**src/hdl/ars_pkg.sv**
```systemverilog
// ars_pkg: register map, field layout, reset values and states of the
// adc result sequencer.
// assumes an 8-bit apb byte address, one 32-bit aligned word per register.
package ars_pkg;

    // register byte offsets
    localparam logic [7:0] ARS_OFF_CTL0     = 8'h00; // first control register
    localparam logic [7:0] ARS_OFF_CTL_LAST = 8'h14; // conversion_start_control
    localparam logic [7:0] ARS_OFF_SEQ_CTL  = 8'h0C; // sequence_control
    localparam logic [7:0] ARS_OFF_TRIG_CTL = 8'h08; // trigger control
    localparam logic [7:0] ARS_OFF_STATUS   = 8'h18; // converter_status_zero
    localparam logic [7:0] ARS_OFF_IRQ_STAT = 8'h1C; // sticky events, w1c
    localparam logic [7:0] ARS_OFF_IRQ_MASK = 8'h20; // event mask
    localparam logic [7:0] ARS_OFF_CCF      = 8'h24; // complete flags, w1c
    localparam logic [7:0] ARS_OFF_RESULT   = 8'h40; // first_result_register
    localparam logic [2:0] ARS_RESULT_PAGE  = 3'h2;  // paddr[7:5] of results

    // counts
    localparam int ARS_NUM_CTL     = 6;  // converter control registers
    localparam int ARS_NUM_RESULT  = 8;  // result file depth
    localparam int ARS_CTL_LAST    = 5;  // index of conversion_start_control

    // sequence_control fields
    localparam int ARS_FRZ_LO      = 0;  // freeze_select_low
    localparam int ARS_FRZ_HI      = 1;  // freeze_select_high
    localparam int ARS_FIFO_BIT    = 2;  // fifo mode
    localparam int ARS_LEN_LO      = 3;  // length_bit_one
    localparam int ARS_LEN_TOP     = 6;  // length_bit_eight
    localparam logic [3:0] ARS_LEN_FULL = 4'h8; // conversions for 0 or >= 8

    // freeze_select encodings
    localparam logic [1:0] ARS_FRZ_CONT   = 2'h0; // keep converting
    localparam logic [1:0] ARS_FRZ_RSVD   = 2'h1; // reserved, acts as cont
    localparam logic [1:0] ARS_FRZ_FINISH = 2'h2; // finish then freeze
    localparam logic [1:0] ARS_FRZ_NOW    = 2'h3; // freeze at once

    // other control fields
    localparam int ARS_EXTERNAL_TRIGGER_ENABLE_BIT   = 0;  // external_trigger_enable in ctl2
    localparam int ARS_SCAN_BIT    = 5;  // continuous scan in ctl5

    // status fields
    localparam int ARS_ST_CC_LO    = 0;  // conversion_counter [2:0]
    localparam int ARS_ST_BUSY     = 3;  // sequence active
    localparam int ARS_ST_FROZEN   = 4;  // held by freeze

    // interrupt event bits
    localparam int ARS_EV_SEQ      = 0;  // sequence complete
    localparam int ARS_EV_CONV     = 1;  // one conversion stored
    localparam int ARS_NUM_EV      = 2;

    // reset values
    localparam logic [7:0] ARS_CTL_RST  = 8'h00;
    localparam logic [1:0] ARS_MASK_RST = 2'h0;

    // sequencer states
    typedef enum logic [1:0]
    {
        ARS_IDLE,    // no sequence
        ARS_LAUNCH,  // about to request a conversion
        ARS_CONV     // conversion in the core
    } ars_state_t;

endpackage : ars_pkg

```
**src/hdl/ars_adc_result_sequencer.sv**
```systemverilog
// ars_adc_result_sequencer: apb register file, result placement and
// sequencing logic of a converter; the analog core sits outside.
// assumes the core answers each conv_start with one conv_done pulse and
// pauses while conv_hold is high; all inputs are synchronous to pclk.
// the bus answers with zero wait states; read data is captured in the
// setup cycle, so a register that changes during the access phase shows
// the value it held one cycle earlier.
// Function
// non-fifo: nth result into nth register
// fifo: counter kept across sequence boundaries
// fifo scan: counter wraps to register zero
// conversion counter readable in status field
// abort or control write clears counter
// length code zero or top bit: eight
// freeze field selects breakpoint response
// software uses fifo with scan or trigger
// freeze request input gates freeze behaviour
//
// Our own choices: register access over APB and the address map.
`timescale 1ns/100ps
`default_nettype none

module ars_adc_result_sequencer
    import ars_pkg::*;
#(
    parameter int RES_W = 10 // converter result width
)
(
    // clock and reset
    input  wire logic             pclk,
    input  wire logic             presetn,
    // apb slave
    input  wire logic             psel,
    input  wire logic             penable,
    input  wire logic             pwrite,
    input  wire logic [7:0]       paddr,
    input  wire logic [31:0]      pwdata,
    output logic      [31:0]      prdata,
    output logic                  pready,
    output logic                  pslverr,
    // converter core
    output logic                  conv_start,
    output logic                  conv_abort,
    output logic                  conv_hold,
    input  wire logic             conv_done,
    input  wire logic [RES_W-1:0] conv_result,
    // triggers and debug
    input  wire logic             ext_trigger,
    input  wire logic             freeze_req,
    // interrupt
    output logic                  irq
);

    // refuse widths that do not fit the 16 low bits of a result word;
    // a wider converter would need two bus words per result register
    // and a second read to build one sample
    if (RES_W < 1 || RES_W > 16)
    begin : g_width_check
        $error("ars: RES_W must be 1 to 16");
    end

    // whole state of the block; one struct keeps every flop under a
    // single reset and a single next-state process, at the cost of a
    // wide comb block that recomputes all fields each cycle
    typedef struct packed
    {
        logic [ARS_NUM_CTL-1:0][7:0]          ctl;    // control registers
        logic [ARS_NUM_RESULT-1:0][RES_W-1:0] result; // result file
        logic [ARS_NUM_RESULT-1:0]            ccf;    // complete flags
        logic [2:0]                           cc;     // conversion_counter
        logic [2:0]                           idx;    // place in sequence
        ars_state_t                           st;     // sequencer state
        logic [ARS_NUM_EV-1:0]                ist;    // sticky events
        logic [ARS_NUM_EV-1:0]                imask;  // event mask
        logic [31:0]                          rdata;  // read data
    } ars_reg_t;

    ars_reg_t r;       // registered state
    ars_reg_t next_r;  // next state

    // decode sequence length field into a conversion count;
    // zero and any code with the top bit set both mean a full pass
    // over the result file, so the count never exceeds its depth
    function automatic logic [3:0] seq_len(input logic [7:0] sc);
        logic [3:0] code;
        code = sc[ARS_LEN_TOP:ARS_LEN_LO];
        if (code == 4'h0 || code[3])
            seq_len = ARS_LEN_FULL;
        else
            seq_len = code;
    endfunction : seq_len

    // true for an address inside the six control registers;
    // they sit word aligned at the bottom of the map
    function automatic logic is_ctl(input logic [7:0] a);
        is_ctl = (a[1:0] == 2'h0) && (a <= ARS_OFF_CTL_LAST);
    endfunction : is_ctl

    // bus phase qualifiers and decoded control fields,
    // taken from the registered control words, never from pwdata
    logic       setup_ph;   // first cycle of a transfer
    logic       wr_acc;     // write takes effect now
    logic       mapped;     // address hits a register
    logic [7:0] seq_ctl;    // sequence_control shorthand
    logic [1:0] frz_sel;    // freeze_select field
    logic       fifo_mode;  // result fifo mode
    logic       scan_mode;  // continuous scan
    logic       frz_now;    // immediate freeze in force
    logic       frz_stop;   // no new conversion may start
    logic [2:0] last_idx;   // index of the last conversion

    // field extraction and freeze decisions
    always_comb
    begin
        setup_ph  = psel && !penable;
        wr_acc    = psel && penable && pwrite;
        mapped    = is_ctl(paddr)
                    || paddr == ARS_OFF_STATUS
                    || paddr == ARS_OFF_IRQ_STAT
                    || paddr == ARS_OFF_IRQ_MASK
                    || paddr == ARS_OFF_CCF
                    || (paddr[7:5] == ARS_RESULT_PAGE && paddr[1:0] == 2'h0);
        // sequence_control is the fourth control word
        seq_ctl   = r.ctl[ARS_OFF_SEQ_CTL[4:2]];
        frz_sel   = {seq_ctl[ARS_FRZ_HI], seq_ctl[ARS_FRZ_LO]};
        fifo_mode = seq_ctl[ARS_FIFO_BIT];
        // scan restarts the sequence without software help
        scan_mode = r.ctl[ARS_CTL_LAST][ARS_SCAN_BIT];
        // freeze only acts while the debug request is up
        frz_now   = freeze_req && (frz_sel == ARS_FRZ_NOW);
        // finish-then-freeze lets the running conversion end but
        // blocks the next launch; reserved code behaves as continue
        frz_stop  = freeze_req
                    && (frz_sel == ARS_FRZ_FINISH
                        || frz_sel == ARS_FRZ_NOW);
        // a count of eight becomes index seven, still three bits wide
        last_idx  = 3'(seq_len(seq_ctl) - 4'h1);
    end

    // handshake outputs toward the core and the bus
    always_comb
    begin
        // one start per launch; a control write in the same cycle
        // aborts instead, so the core never sees start and abort
        // together and a relaunch cannot stretch the start pulse
        conv_start = (r.st == ARS_LAUNCH) && !frz_stop
                     && !(wr_acc && is_ctl(paddr));
        // a control write while busy kills the conversion in flight
        conv_abort = wr_acc && is_ctl(paddr) && (r.st != ARS_IDLE);
        // immediate freeze pauses the core mid-conversion; the core
        // keeps its partial conversion while held
        conv_hold  = frz_now && (r.st == ARS_CONV);
        // zero wait states: every register answers at once
        pready     = 1'b1;
        // unmapped words answer with an error and read as zero
        pslverr    = psel && penable && !mapped;
        prdata     = r.rdata;
        // level interrupt straight from the sticky and mask flops
        irq        = |(r.ist & r.imask);
    end

    // next state: sequencer, result placement, registers, read data
    always_comb
    begin
        logic [ARS_NUM_EV-1:0] ev;   // events raised this cycle
        logic [2:0]            ri;   // result index being read
        // defaults first so every path assigns every field
        ev     = '0;
        ri     = paddr[4:2];
        next_r = r;

        // sequencer
        // one conversion outstanding at a time
        unique case (r.st)
            ARS_IDLE:
            begin
                // external trigger starts a sequence when enabled;
                // software starts come through the control write below
                if (ext_trigger
                    && r.ctl[ARS_OFF_TRIG_CTL[4:2]][ARS_EXTERNAL_TRIGGER_ENABLE_BIT])
                begin
                    next_r.idx = 3'h0;
                    // fifo keeps the counter so results go on filling
                    if (!fifo_mode)
                        next_r.cc = 3'h0;
                    next_r.st = ARS_LAUNCH;
                end
            end
            ARS_LAUNCH:
            begin
                // conv_start is raised toward the core in this state;
                // freeze holds the launch until the request drops
                if (!frz_stop)
                    next_r.st = ARS_CONV;
            end
            ARS_CONV:
            begin
                // a done pulse outside this state is ignored; a held
                // conversion simply waits here for its done pulse
                if (conv_done)
                begin
                    // result lands where the counter points
                    next_r.result[r.cc] = conv_result;
                    next_r.ccf[r.cc]    = 1'b1;
                    ev[ARS_EV_CONV]     = 1'b1;
                    // 3-bit counter wraps past the last register
                    next_r.cc  = 3'(r.cc + 3'h1);
                    next_r.idx = 3'(r.idx + 3'h1);
                    // last conversion of the sequence: event and decide
                    if (r.idx == last_idx)
                    begin
                        ev[ARS_EV_SEQ] = 1'b1;
                        next_r.idx     = 3'h0;
                        // non-fifo starts every sequence at register zero
                        if (!fifo_mode)
                            next_r.cc = 3'h0;
                        next_r.st = scan_mode ? ARS_LAUNCH : ARS_IDLE;
                    end
                    else
                    begin
                        // more conversions to go in this sequence
                        next_r.st = ARS_LAUNCH;
                    end
                end
            end
        endcase

        // control write aborts and clears the counter, fifo or not;
        // it comes after the sequencer so that the write always wins
        if (wr_acc && is_ctl(paddr))
        begin
            next_r.ctl[paddr[4:2]] = pwdata[7:0];
            next_r.cc  = 3'h0;
            next_r.idx = 3'h0;
            next_r.st  = ARS_IDLE;
            // writing conversion_start_control launches a new sequence
            if (paddr == ARS_OFF_CTL_LAST)
                next_r.st = ARS_LAUNCH;
        end

        // mask register; a masked event stays sticky, so unmasking
        // later raises the interrupt at once
        if (wr_acc && paddr == ARS_OFF_IRQ_MASK)
            next_r.imask = pwdata[ARS_NUM_EV-1:0];

        // complete flags: w1c, a new result in the same cycle wins;
        // software polls these to see which registers hold fresh data
        if (wr_acc && paddr == ARS_OFF_CCF)
            next_r.ccf = next_r.ccf & ~(pwdata[ARS_NUM_RESULT-1:0])
                         | (r.st == ARS_CONV && conv_done
                            ? 8'(8'h01 << r.cc) : 8'h00);

        // sticky events: w1c, set wins over clear;
        // an event in the clearing cycle survives, so none is lost
        if (wr_acc && paddr == ARS_OFF_IRQ_STAT)
            next_r.ist = (r.ist & ~pwdata[ARS_NUM_EV-1:0]) | ev;
        else
            next_r.ist = r.ist | ev;

        // read data captured in setup, shown during access;
        // writes and unmapped words leave zero in the capture
        if (setup_ph)
        begin
            next_r.rdata = 32'h0000_0000;
            if (!pwrite)
            begin
                if (is_ctl(paddr))
                    next_r.rdata[7:0] = r.ctl[paddr[4:2]];
                else if (paddr == ARS_OFF_STATUS)
                begin
                    // counter names the register the next result fills
                    next_r.rdata[ARS_ST_CC_LO +: 3] = r.cc;
                    next_r.rdata[ARS_ST_BUSY]       = r.st != ARS_IDLE;
                    next_r.rdata[ARS_ST_FROZEN]     = conv_hold
                        || (r.st == ARS_LAUNCH && frz_stop);
                end
                else if (paddr == ARS_OFF_IRQ_STAT)
                    next_r.rdata[ARS_NUM_EV-1:0] = r.ist;
                else if (paddr == ARS_OFF_IRQ_MASK)
                    next_r.rdata[ARS_NUM_EV-1:0] = r.imask;
                else if (paddr == ARS_OFF_CCF)
                    next_r.rdata[ARS_NUM_RESULT-1:0] = r.ccf;
                // results read back zero extended to the word
                else if (paddr[7:5] == ARS_RESULT_PAGE
                         && paddr[1:0] == 2'h0)
                    next_r.rdata[RES_W-1:0] = r.result[ri];
            end
        end
    end

    // state register, constants only under reset;
    // the struct clear covers every field without its own reset value
    always_ff @(posedge pclk or negedge presetn)
    begin
        if (!presetn)
        begin
            r       <= '0;
            r.ctl   <= {ARS_NUM_CTL{ARS_CTL_RST}};
            r.st    <= ARS_IDLE;
            r.imask <= ARS_MASK_RST;
        end
        else
        begin
            r <= next_r;
        end
    end

endmodule : ars_adc_result_sequencer

`default_nettype wire

```
**config.mk**
```make
export PLATFORM = sky130hd
export DESIGN_NAME = ars_adc_result_sequencer
export DESIGN_NICKNAME = d
export VERILOG_FILES = /design/src/hdl/ars_pkg.sv /design/src/hdl/ars_adc_result_sequencer.sv
export SDC_FILE = /design/constraint.sdc
export NUM_CORES = 1
export LEC_CHECK = 0
export ABC_AREA = 1
export CAP_MARGIN = 20
export CELL_PAD_IN_SITES_DETAIL_PLACEMENT = 1
export CELL_PAD_IN_SITES_GLOBAL_PLACEMENT = 2
export CORE_UTILIZATION = 40
export CTS_CLUSTER_DIAMETER = 150
export DETAILED_ROUTE_END_ITERATION = 12
export DONT_BUFFER_PORTS = 1
export PLACE_DENSITY = 0.91
export SYNTH_ARGS = -nofsm -noshare
export SYNTH_HDL_FRONTEND = slang
export SYNTH_SLANG_ARGS = --single-unit
```
**constraint.sdc**
```tcl
create_clock -name pclk -period 3.5 [get_ports pclk]
set_input_delay 0.35 -clock pclk [delete_from_list [all_inputs] [get_ports pclk]]
set_output_delay 0.35 -clock pclk [all_outputs]
set_load 0.01 [all_outputs]
```
# Word level (Yosys, flattened, before mapping)
# Cells that the tools add are included.
# totals
ff_bits	158
in_bits	58
output_inout_bits	38
elab_cells	148
# op_classes
n_addsub	3
order_cmp	5
eq_ne	15
n_shift	1
n_mux	51
bitwise	9
n_reduce_logical	43
# op_table
operator	n
two-way mux 10 bit	11
two-way mux 8 bit	11
bitwise mux 80 bit	1
bitwise mux 48 bit	1
binary-select mux 10 bit (select 3 bit)	1
demux 10 bit (select 3 bit)	1
binary-select mux 8 bit (select 3 bit)	1
demux 8 bit (select 3 bit)	1
equality test 8 x 5 -> 1 bit (second input constant)	3
logical AND 1 bit	21
equality test 8 x 6 -> 1 bit (second input constant)	2
two-way mux 16 bit	1
two-way mux 2 bit	8
OR 8 bit	2
!= test 3 bit (second input constant)	4
one-hot mux 6 bit (2 select lines)	1
two-way mux 5 bit	2
two-way mux 3 bit	3
bitwise AND 8 bit	1
less-or-equal comparator 8 x 5 -> 1 bit (second input constant)	1
logical OR 1 bit	8
< comparator 3 x 4 -> 1 bit (second input constant)	2
inverter 8 bit	1
left shift 1 x 3 -> 8 bit (first input constant)	1
other kinds (23)	38

# Depth between registers and ports, before layout
# Gate-level depths: netlist of run 1.
# depth
ltp_word	16
depth_mapped	13
depth_no_buf	13

# Worst setup path before layout of run 1
# No wires, ideal clock.
# synth_timing
path_kind	input to output
start	input port paddr[3]
end	output port pslverr
t_arrival_ns	1.351
required_time_ns	3.150
setup_slack_ns	1.799
cell_stages	8
path_buffers	2
cell_sequence	buf_6 -> inv_4 -> nand2_4 -> inv_2 -> nand3_1 -> buf_2 -> nand3_1 -> nor3_1
# synth_between
elab_chain_len	9
word_cells_on_any_way	13
classes_between	order compare: 1; eq/ne: 4; reduce/logical: 8
# synth_rtl
item	line	text
start, declared	ars_adc_result_sequencer.sv:36	input wire logic [7:0] paddr,
less-or-equal comparator 8 x 5 -> 1 bit	ars_adc_result_sequencer.sv:96	is_ctl = (a[1:0] == 2'h0) && (a <= ARS_OFF_CTL_LAST);
logical AND 1 bit	ars_adc_result_sequencer.sv:96	
logical OR 1 bit	ars_adc_result_sequencer.sv:118	|| paddr == ARS_OFF_STATUS
logical OR 1 bit	ars_adc_result_sequencer.sv:119	|| paddr == ARS_OFF_IRQ_STAT
logical OR 1 bit	ars_adc_result_sequencer.sv:120	|| paddr == ARS_OFF_IRQ_MASK
logical OR 1 bit (*)	ars_adc_result_sequencer.sv:121	|| paddr == ARS_OFF_CCF
logical OR 1 bit (*)	ars_adc_result_sequencer.sv:122	|| (paddr[7:5] == ARS_RESULT_PAGE && paddr[1:0] == 2'h0);
logical NOT 1 bit (*)	ars_adc_result_sequencer.sv:156	pslverr = psel && penable && !mapped;
logical AND 1 bit (*)	ars_adc_result_sequencer.sv:156	
end, declared	ars_adc_result_sequencer.sv:40	output logic pslverr,
# Mark *: on every way between the ends. The rest lies on a longest branch, timed or not.

# Worst setup path in the final report of run 1
# Same ends and word-level chain as after synthesis.

==> results of run 1 <==
cell families after synthesis:
kind of cell,after synthesis
AOI/OAI and AO/OA,224
xor gates and xnor gates,5
adders and majority gates,8
buffers and inverters,163
DFF,158
muxes,1
other,2
and+or+nand+nor,399
area by class of cell:
class | instances | share of cell area (%)
sequential | 158 | 46.31
clock inverter | 9 | 0.7034
multi-input combinational | 660 | 38.57
clock buffer | 23 | 5.715
timing repair buffer | 7 | 0.6155
tap | 265 | 3.883
inverter | 95 | 4.206
synth_stat cells (all sizes together):
library cell  count  area share (%)
nor3              5            0.44
nand4            17             2.4
a21o              1           0.093
a22oi             3            0.28
o21ai           150             9.7
a32oi             1            0.11
clkbuf            4            0.20
dfrtp           158              49
a221oi            3            0.33
ha                8             1.2
buf              64             6.2
or2               5            0.39
nor3b             1           0.093
o22ai            29             2.3
conb              2           0.093
nor2             63             4.0
nand2           269              13
nand3            39             2.6
xor2              2            0.22
inv              95             4.5
a21oi            34             2.1
xnor2             3            0.33
o31ai             3            0.28
mux2i             1            0.12
worst reg2reg max path, delay by kind of cell (launching register included):
kind | cells | cell delay (ps)
and+or+nand+nor | 5 | 950
AOI/OAI and AO/OA | 1 | 80
DFF | 1 | 400
buffers and inverters | 3 | 390
sequential cells by signal, indices dropped and copies added (netlist names):
register  flops
prdata       10
seq_ctl       8
r           140
report_power, final:
group / switching (mW) / internal (mW)
registers: 0.170 / 2.10
clock network: 0.759 / 0.980
logic: 0.517 / 0.267
total: 1.45 / 3.35
worst paths after layout:
kind,depth (start not counted),endpoint,start,slack [ps]
max,6,pslverr,paddr[3],1550
max reg2reg,9,r[116],r[37],1560
min in group pclk,2,r[117],conv_result[5],40
max in group asynchronous,0,r[38],presetn,3650
min,0,r[84],presetn,-380
min reg2reg,2,r[77],r[77],490
per-layer routing:
metal | up-vias | track usage (%) | part of all wire [%]
li1 | 3047 | - | -
met1 | 3222 | 32.51 | 47
met2 | 157 | 37.88 | 46
met3 | 40 | 4.765 | 5.1
met4 | 0 | 8.567 | 2.1
met5 | - | 0 | 0
per-stage QoR:
stage	hold WS, ps	utilization, %	power, mW	area, µm²	instances
floorplan	54.41	-	2.884	8124	981
global placement	64.51	40.79	3.020	7990	1185
detailed placement	63.47	40.79	3.069	7990	1185
CTS	-397.4	43.58	4.828	8538	1217
global route	-400.3	43.58	5.044	8538	1217
finish	-382.8	43.58	4.796	8538	1217
==> metrics, run 1 <==
Resized cells post-CTS=0; period utilisation layout=55.80%; failing checks=negative hold slack; crit path DAT=1600 ps; clk sinks=158; layout cell share with drive strength beyond 1=9.349%; min Tclk post-route=1953 ps; worst slack, placed=1251 ps; GPL Wtd Cong=0.8641; Worst path max stage delay=430 ps; Synth Area in Compound Gates=15.16%; initial antenna violation count=0; total vias in the final route=6466; cell family with most CP delay=simple AND/OR/NAND/NOR gates; CP most frequent cell=nand3_1; vias in the first global route=6637; register area=3954 µm²; post-route ant nets=0; Pins Over Slew Limit=0; flop and latch count out of synthesis=158; CP Buf/Inv Count=2; Initial Util=41.07%; status=finished with violations; CP Launch Type=primary input; CTS buffer count=17; largest net degree at the start of global routing=159; register area share after synthesis=49.14%; largest family of logic cells by synthesized area=simple AND/OR/NAND/NOR gates; IO Port Bufs=0; adder-cell share of the synthesized area=1.244%; Clock Skew=5.500 ps; WL/cell=18.82 µm; DRT iter0 DRCs=420; Rows=51; RSZ-0062 raised after global routing=no; Fillers=2396; setup TNS=0 ps; CTS tree=done; max cap viols=0; worst min-delay path category=primary input to async pin; Area Growth Syn to Fin=6.128%; fin nets=1005; Post-route DRC=0; die area=20680 µm²; Synth Area in Simple Gates=22.78%; clock-pin slew on the worst setup and hold paths=60 ps; most frequent cells in the layout=266 x nand2_1, 158 x dfrtp_1, 105 x o21ai_0; fmax=0.5120 GHz; Crit Path Max Fanout=15; die width=143.8 µm; critical path, cell by cell=inv_4, nand2_4, inv_2, nand3_1, nand3_1, nor3_1; crit path kind=primary input to output pin; power density cells=561.7 nW/µm²; root buf cell=clkbuf_16; Avg Cell Area, Syn=8.380 µm²; Warnings, synthesis=0; Synth Area in XOR/XNOR=0.5443%; Worst-Margin Slew=970.7 ps; area of the mapped netlist=8045 µm²; multi-input logic area=3293 µm²; final worst setup slack=1547 ps; peak supply drop=0.2954 mV; Global Route Usage Sum=23.98%; WL final=22900 µm; post-synthesis mux area share=0.1244%; clock latency on the worst-skew pair=430 ps; CP required=3150 ps; core footprint=19590 µm²; Post-Synthesis Cells=960; Setup crit end kind=output pin; n_diodes=0; GRT overflow=0; DIE HEIGHT=143.8 µm; Pre-antenna DRT Iters=4; vias per cell=5.313; setup violators final=0; Hold WS=-382.8 ps; library cells used by synthesis=42; most common cell after layout, fill and taps aside=nand2_1; CTS Buffer Depth=2; first-pass GRT wire length=36750 µm; Relative slew margins=35.13%; postcts setup bufs=0; DP HPWL=15270 µm; H-tree level count=4; P_leak=4.084 nW; io pins=96; hold violation count in the final report=158; Worst path slowest cell=nand3_1
No activity file was read; power rests on OpenSTA's default activity.
==> run 2, diff against run 1 <==
--- a/config.mk
+++ b/config.mk
@@ -5,7 +5,7 @@
 export SDC_FILE = /design/constraint.sdc
 export NUM_CORES = 1
 export LEC_CHECK = 0
-export ABC_AREA = 1
+export ABC_AREA = 0
 export CAP_MARGIN = 20
 export CELL_PAD_IN_SITES_DETAIL_PLACEMENT = 1
 export CELL_PAD_IN_SITES_GLOBAL_PLACEMENT = 2
@@ -13,7 +13,7 @@
 export CTS_CLUSTER_DIAMETER = 150
 export DETAILED_ROUTE_END_ITERATION = 12
 export DONT_BUFFER_PORTS = 1
-export PLACE_DENSITY = 0.91
+export PLACE_DENSITY = 0.85
 export SYNTH_ARGS = -nofsm -noshare
 export SYNTH_HDL_FRONTEND = slang
 export SYNTH_SLANG_ARGS = --single-unit
==> constraint.sdc (replaced) <==
create_clock -name pclk -period 1.7 [get_ports pclk]
set_input_delay 0.17 -clock pclk [delete_from_list [all_inputs] [get_ports pclk]]
set_output_delay 0.17 -clock pclk [all_outputs]
set_load 0.01 [all_outputs]
==> run 2 against run 1 <==
  * The run ends with negative hold slack, negative setup slack left
  * Register-to-register slack got worse by 1700 ps
  * Sequential power rose by 140%
  * Non-clock buffer count rose by 72
  * Utilization rose by 5.5 points
  * Combinational power rose to 3.7 times the previous value
  * Synthesized cell count fell by 37%
  * Worst setup slack got worse by 1700 ps
  * Cell area rose by 12%
  * Global-route usage fell by 0.59 points
  * Clock skew rose by 7.7 ps
  * First-iteration DRC count fell by 20%
  * Die area fell by 0.95%
  * Critical path type is now register to register
  * Largest cell class is now multi-input combinational cells
  * Largest power group unchanged
  * Highest routed layer unchanged
==> metrics, run 2 <==
DRT iter0 DRCs=335; DP HPWL=14910 µm; GRT overflow=0; Clock Skew=13.22 ps; max cap viols=0; library cells used by synthesis=56; layout cell share with drive strength beyond 1=43.28%; max FFs per register=140; IO Port Bufs=0; n_diodes=0; Async S/R FF share, synth=100.0%; vias per cell=5.735; register area share after synthesis=49.62%; CTS Buffer Depth=2; hold_buf cts=22; total vias in the final route=5402; Fillers=1968; worst slack, placed=-266.9 ps; fmax=0.5436 GHz; crit path kind=register to register; CTS buffer count=17; H-tree level count=4; critical path, cell by cell=inv_1, nor3_4, buf_6, mux2_2; Pins Over Slew Limit=0; Crit Path Max Fanout=8; Pre-antenna DRT Iters=4; Post-synth EDFFs=0; top post-synthesis cells by area=dfrtp_1 50%, mux2_2 19%, mux4_2 6.8%; die width=143.1 µm; failing checks=negative hold slack, negative setup slack; worst min-delay path category=primary input to async pin; largest area contributor in the netlist=dfrtp_1; status=finished with violations; cell with the most instances after synthesis=dfrtp_1; clock latency on the worst-skew pair=440 ps; io pins=96; clk sinks=158; Biggest register=r; Post-route DRC=0; Worst path slowest cell=dfrtp_1; Post-Synthesis Cells=608; core footprint=19460 µm²; most common cell after layout, fill and taps aside=dfrtp_1; top cells by count, synth=158 x dfrtp_1, 137 x mux2_2, 33 x buf_4; die area=20490 µm²; hold violation count in the final report=158; DIE HEIGHT=143.1 µm; final worst setup slack=-139.4 ps; Rows=51; Setup crit end kind=register; area of the mapped netlist=7968 µm²; Avg Cell Area, Syn=13.10 µm²; GPL Wtd Cong=0.8365; P_leak=4.408 nW; Hold WS=-571.3 ps; period utilisation layout=108.2%; most frequent cells in the layout=158 x dfrtp_1, 126 x mux2_2, 45 x buf_4; fin nets=730; FF-to-FF End=r[106]; R2R Path Start=r[41]; RSZ-0062 raised after global routing=yes; root buf cell=clkbuf_16; Area Growth Syn to Fin=19.90%; setup violators final=37; CP required=2010 ps; Synth top area share=49.62%; dominant synthesized flop cell=dfrtp_1; reg2reg path depth=4; Warnings, synthesis=0; Worst path max stage delay=570 ps; CP Launch Type=register; first-pass GRT wire length=35070 µm; clock-pin slew on the worst setup and hold paths=70 ps; WL final=22930 µm; largest net degree at the start of global routing=159; flop and latch count out of synthesis=158; Crit. Startpoint=r[41]; min Tclk post-route=1839 ps; peak supply drop=0.7551 mV; initial antenna violation count=0; vias in the first global route=6040; Initial Util=40.94%; Final Core Density=49.08%; post-route ant nets=0; power density cells=1246 nW/µm²; CTS tree=done; R2R Setup Slk=-140 ps; Global Route Usage Sum=23.39%; WL/cell=24.34 µm; crit path DAT=2150 ps; setup TNS=-2423 ps
run 2: metrics by stage:
| stage | total power, mW | instances | hold WS (ps) | cell area, µm² |
|---|---|---|---|---|
| 6_report | 11.90 | 942 | -571.3 | 9553 |
| 5_1_grt | 12.40 | 942 | -590.6 | 9553 |
| 4_1_cts | 11.75 | 941 | -594.6 | 9400 |
| 3_5_place_dp | 7.853 | 885 | -123.7 | 8451 |
| 3_3_place_gp | 7.568 | 885 | -122.4 | 8451 |
| 2_1_floorplan | 7.149 | 629 | -125.6 | 8102 |
run 2: worst max path at each step:
stage and end:
2_1_floorplan r[38], 3_3_place_gp prdata[4], 3_5_place_dp prdata[4], 4_1_cts r[36]
5_1_grt r[36], 6_report r[106]
run 2: final cells by class:
| cell class | instances | area [µm²] | share of cell area, % |
|---|---|---|---|
| clock buffers | 19 | 442.9 | 4.637 |
| inverters | 9 | 33.78 | 0.3536 |
| multi-input cells | 399 | 3971 | 41.57 |
| well taps | 265 | 331.6 | 3.471 |
| clock inverters | 13 | 103.9 | 1.087 |
| repair buffers | 79 | 715.7 | 7.492 |
| flip-flops and latches | 158 | 3954 | 41.39 |
run 2: repair_timing:
action,4_1_cts,5_1_grt
cloned,0,1
gates resized for setup,40,23
setup endpoints to repair,68,75
endpoints found under the hold margin,305,158
pin swaps,6,7
buffers inserted,2,0
run 2: critical path, delay by kind of cell, from the launching register on:
kind,cells,cell delay [ps]
flops,1,570
buf+inv,2,490
mux,1,350
simple gates,1,310
run 2: power breakdown:
group          leakage (nW)  internal (mW)  switching (mW)
clock network         0.260           1.94            1.67
registers              2.10           4.73           0.658
logic                  2.05           1.68            1.23
run 2: logic make-up after synthesis:
kind of cell	Yosys count	synth area share (%)
XOR/XNOR	4	0.4398
AND/OR/NAND/NOR	105	7.444
AO/OA/AOI/OAI	74	6.784
other	2	0.09426
multiplexers	185	29.16
adder cells (fa/ha/maj)	8	1.256
flip-flops	158	49.62
buffers and inverters	72	5.198
run 2: routing by layer:
| layer | GRT usage (%) | wire (µm) |
|---|---|---|
| met1 | 27.74 | 9054 |
| met2 | 40.26 | 12010 |
| met3 | 5.768 | 1200 |
| met4 | 9.960 | 658 |
| met5 | 0 | 0 |
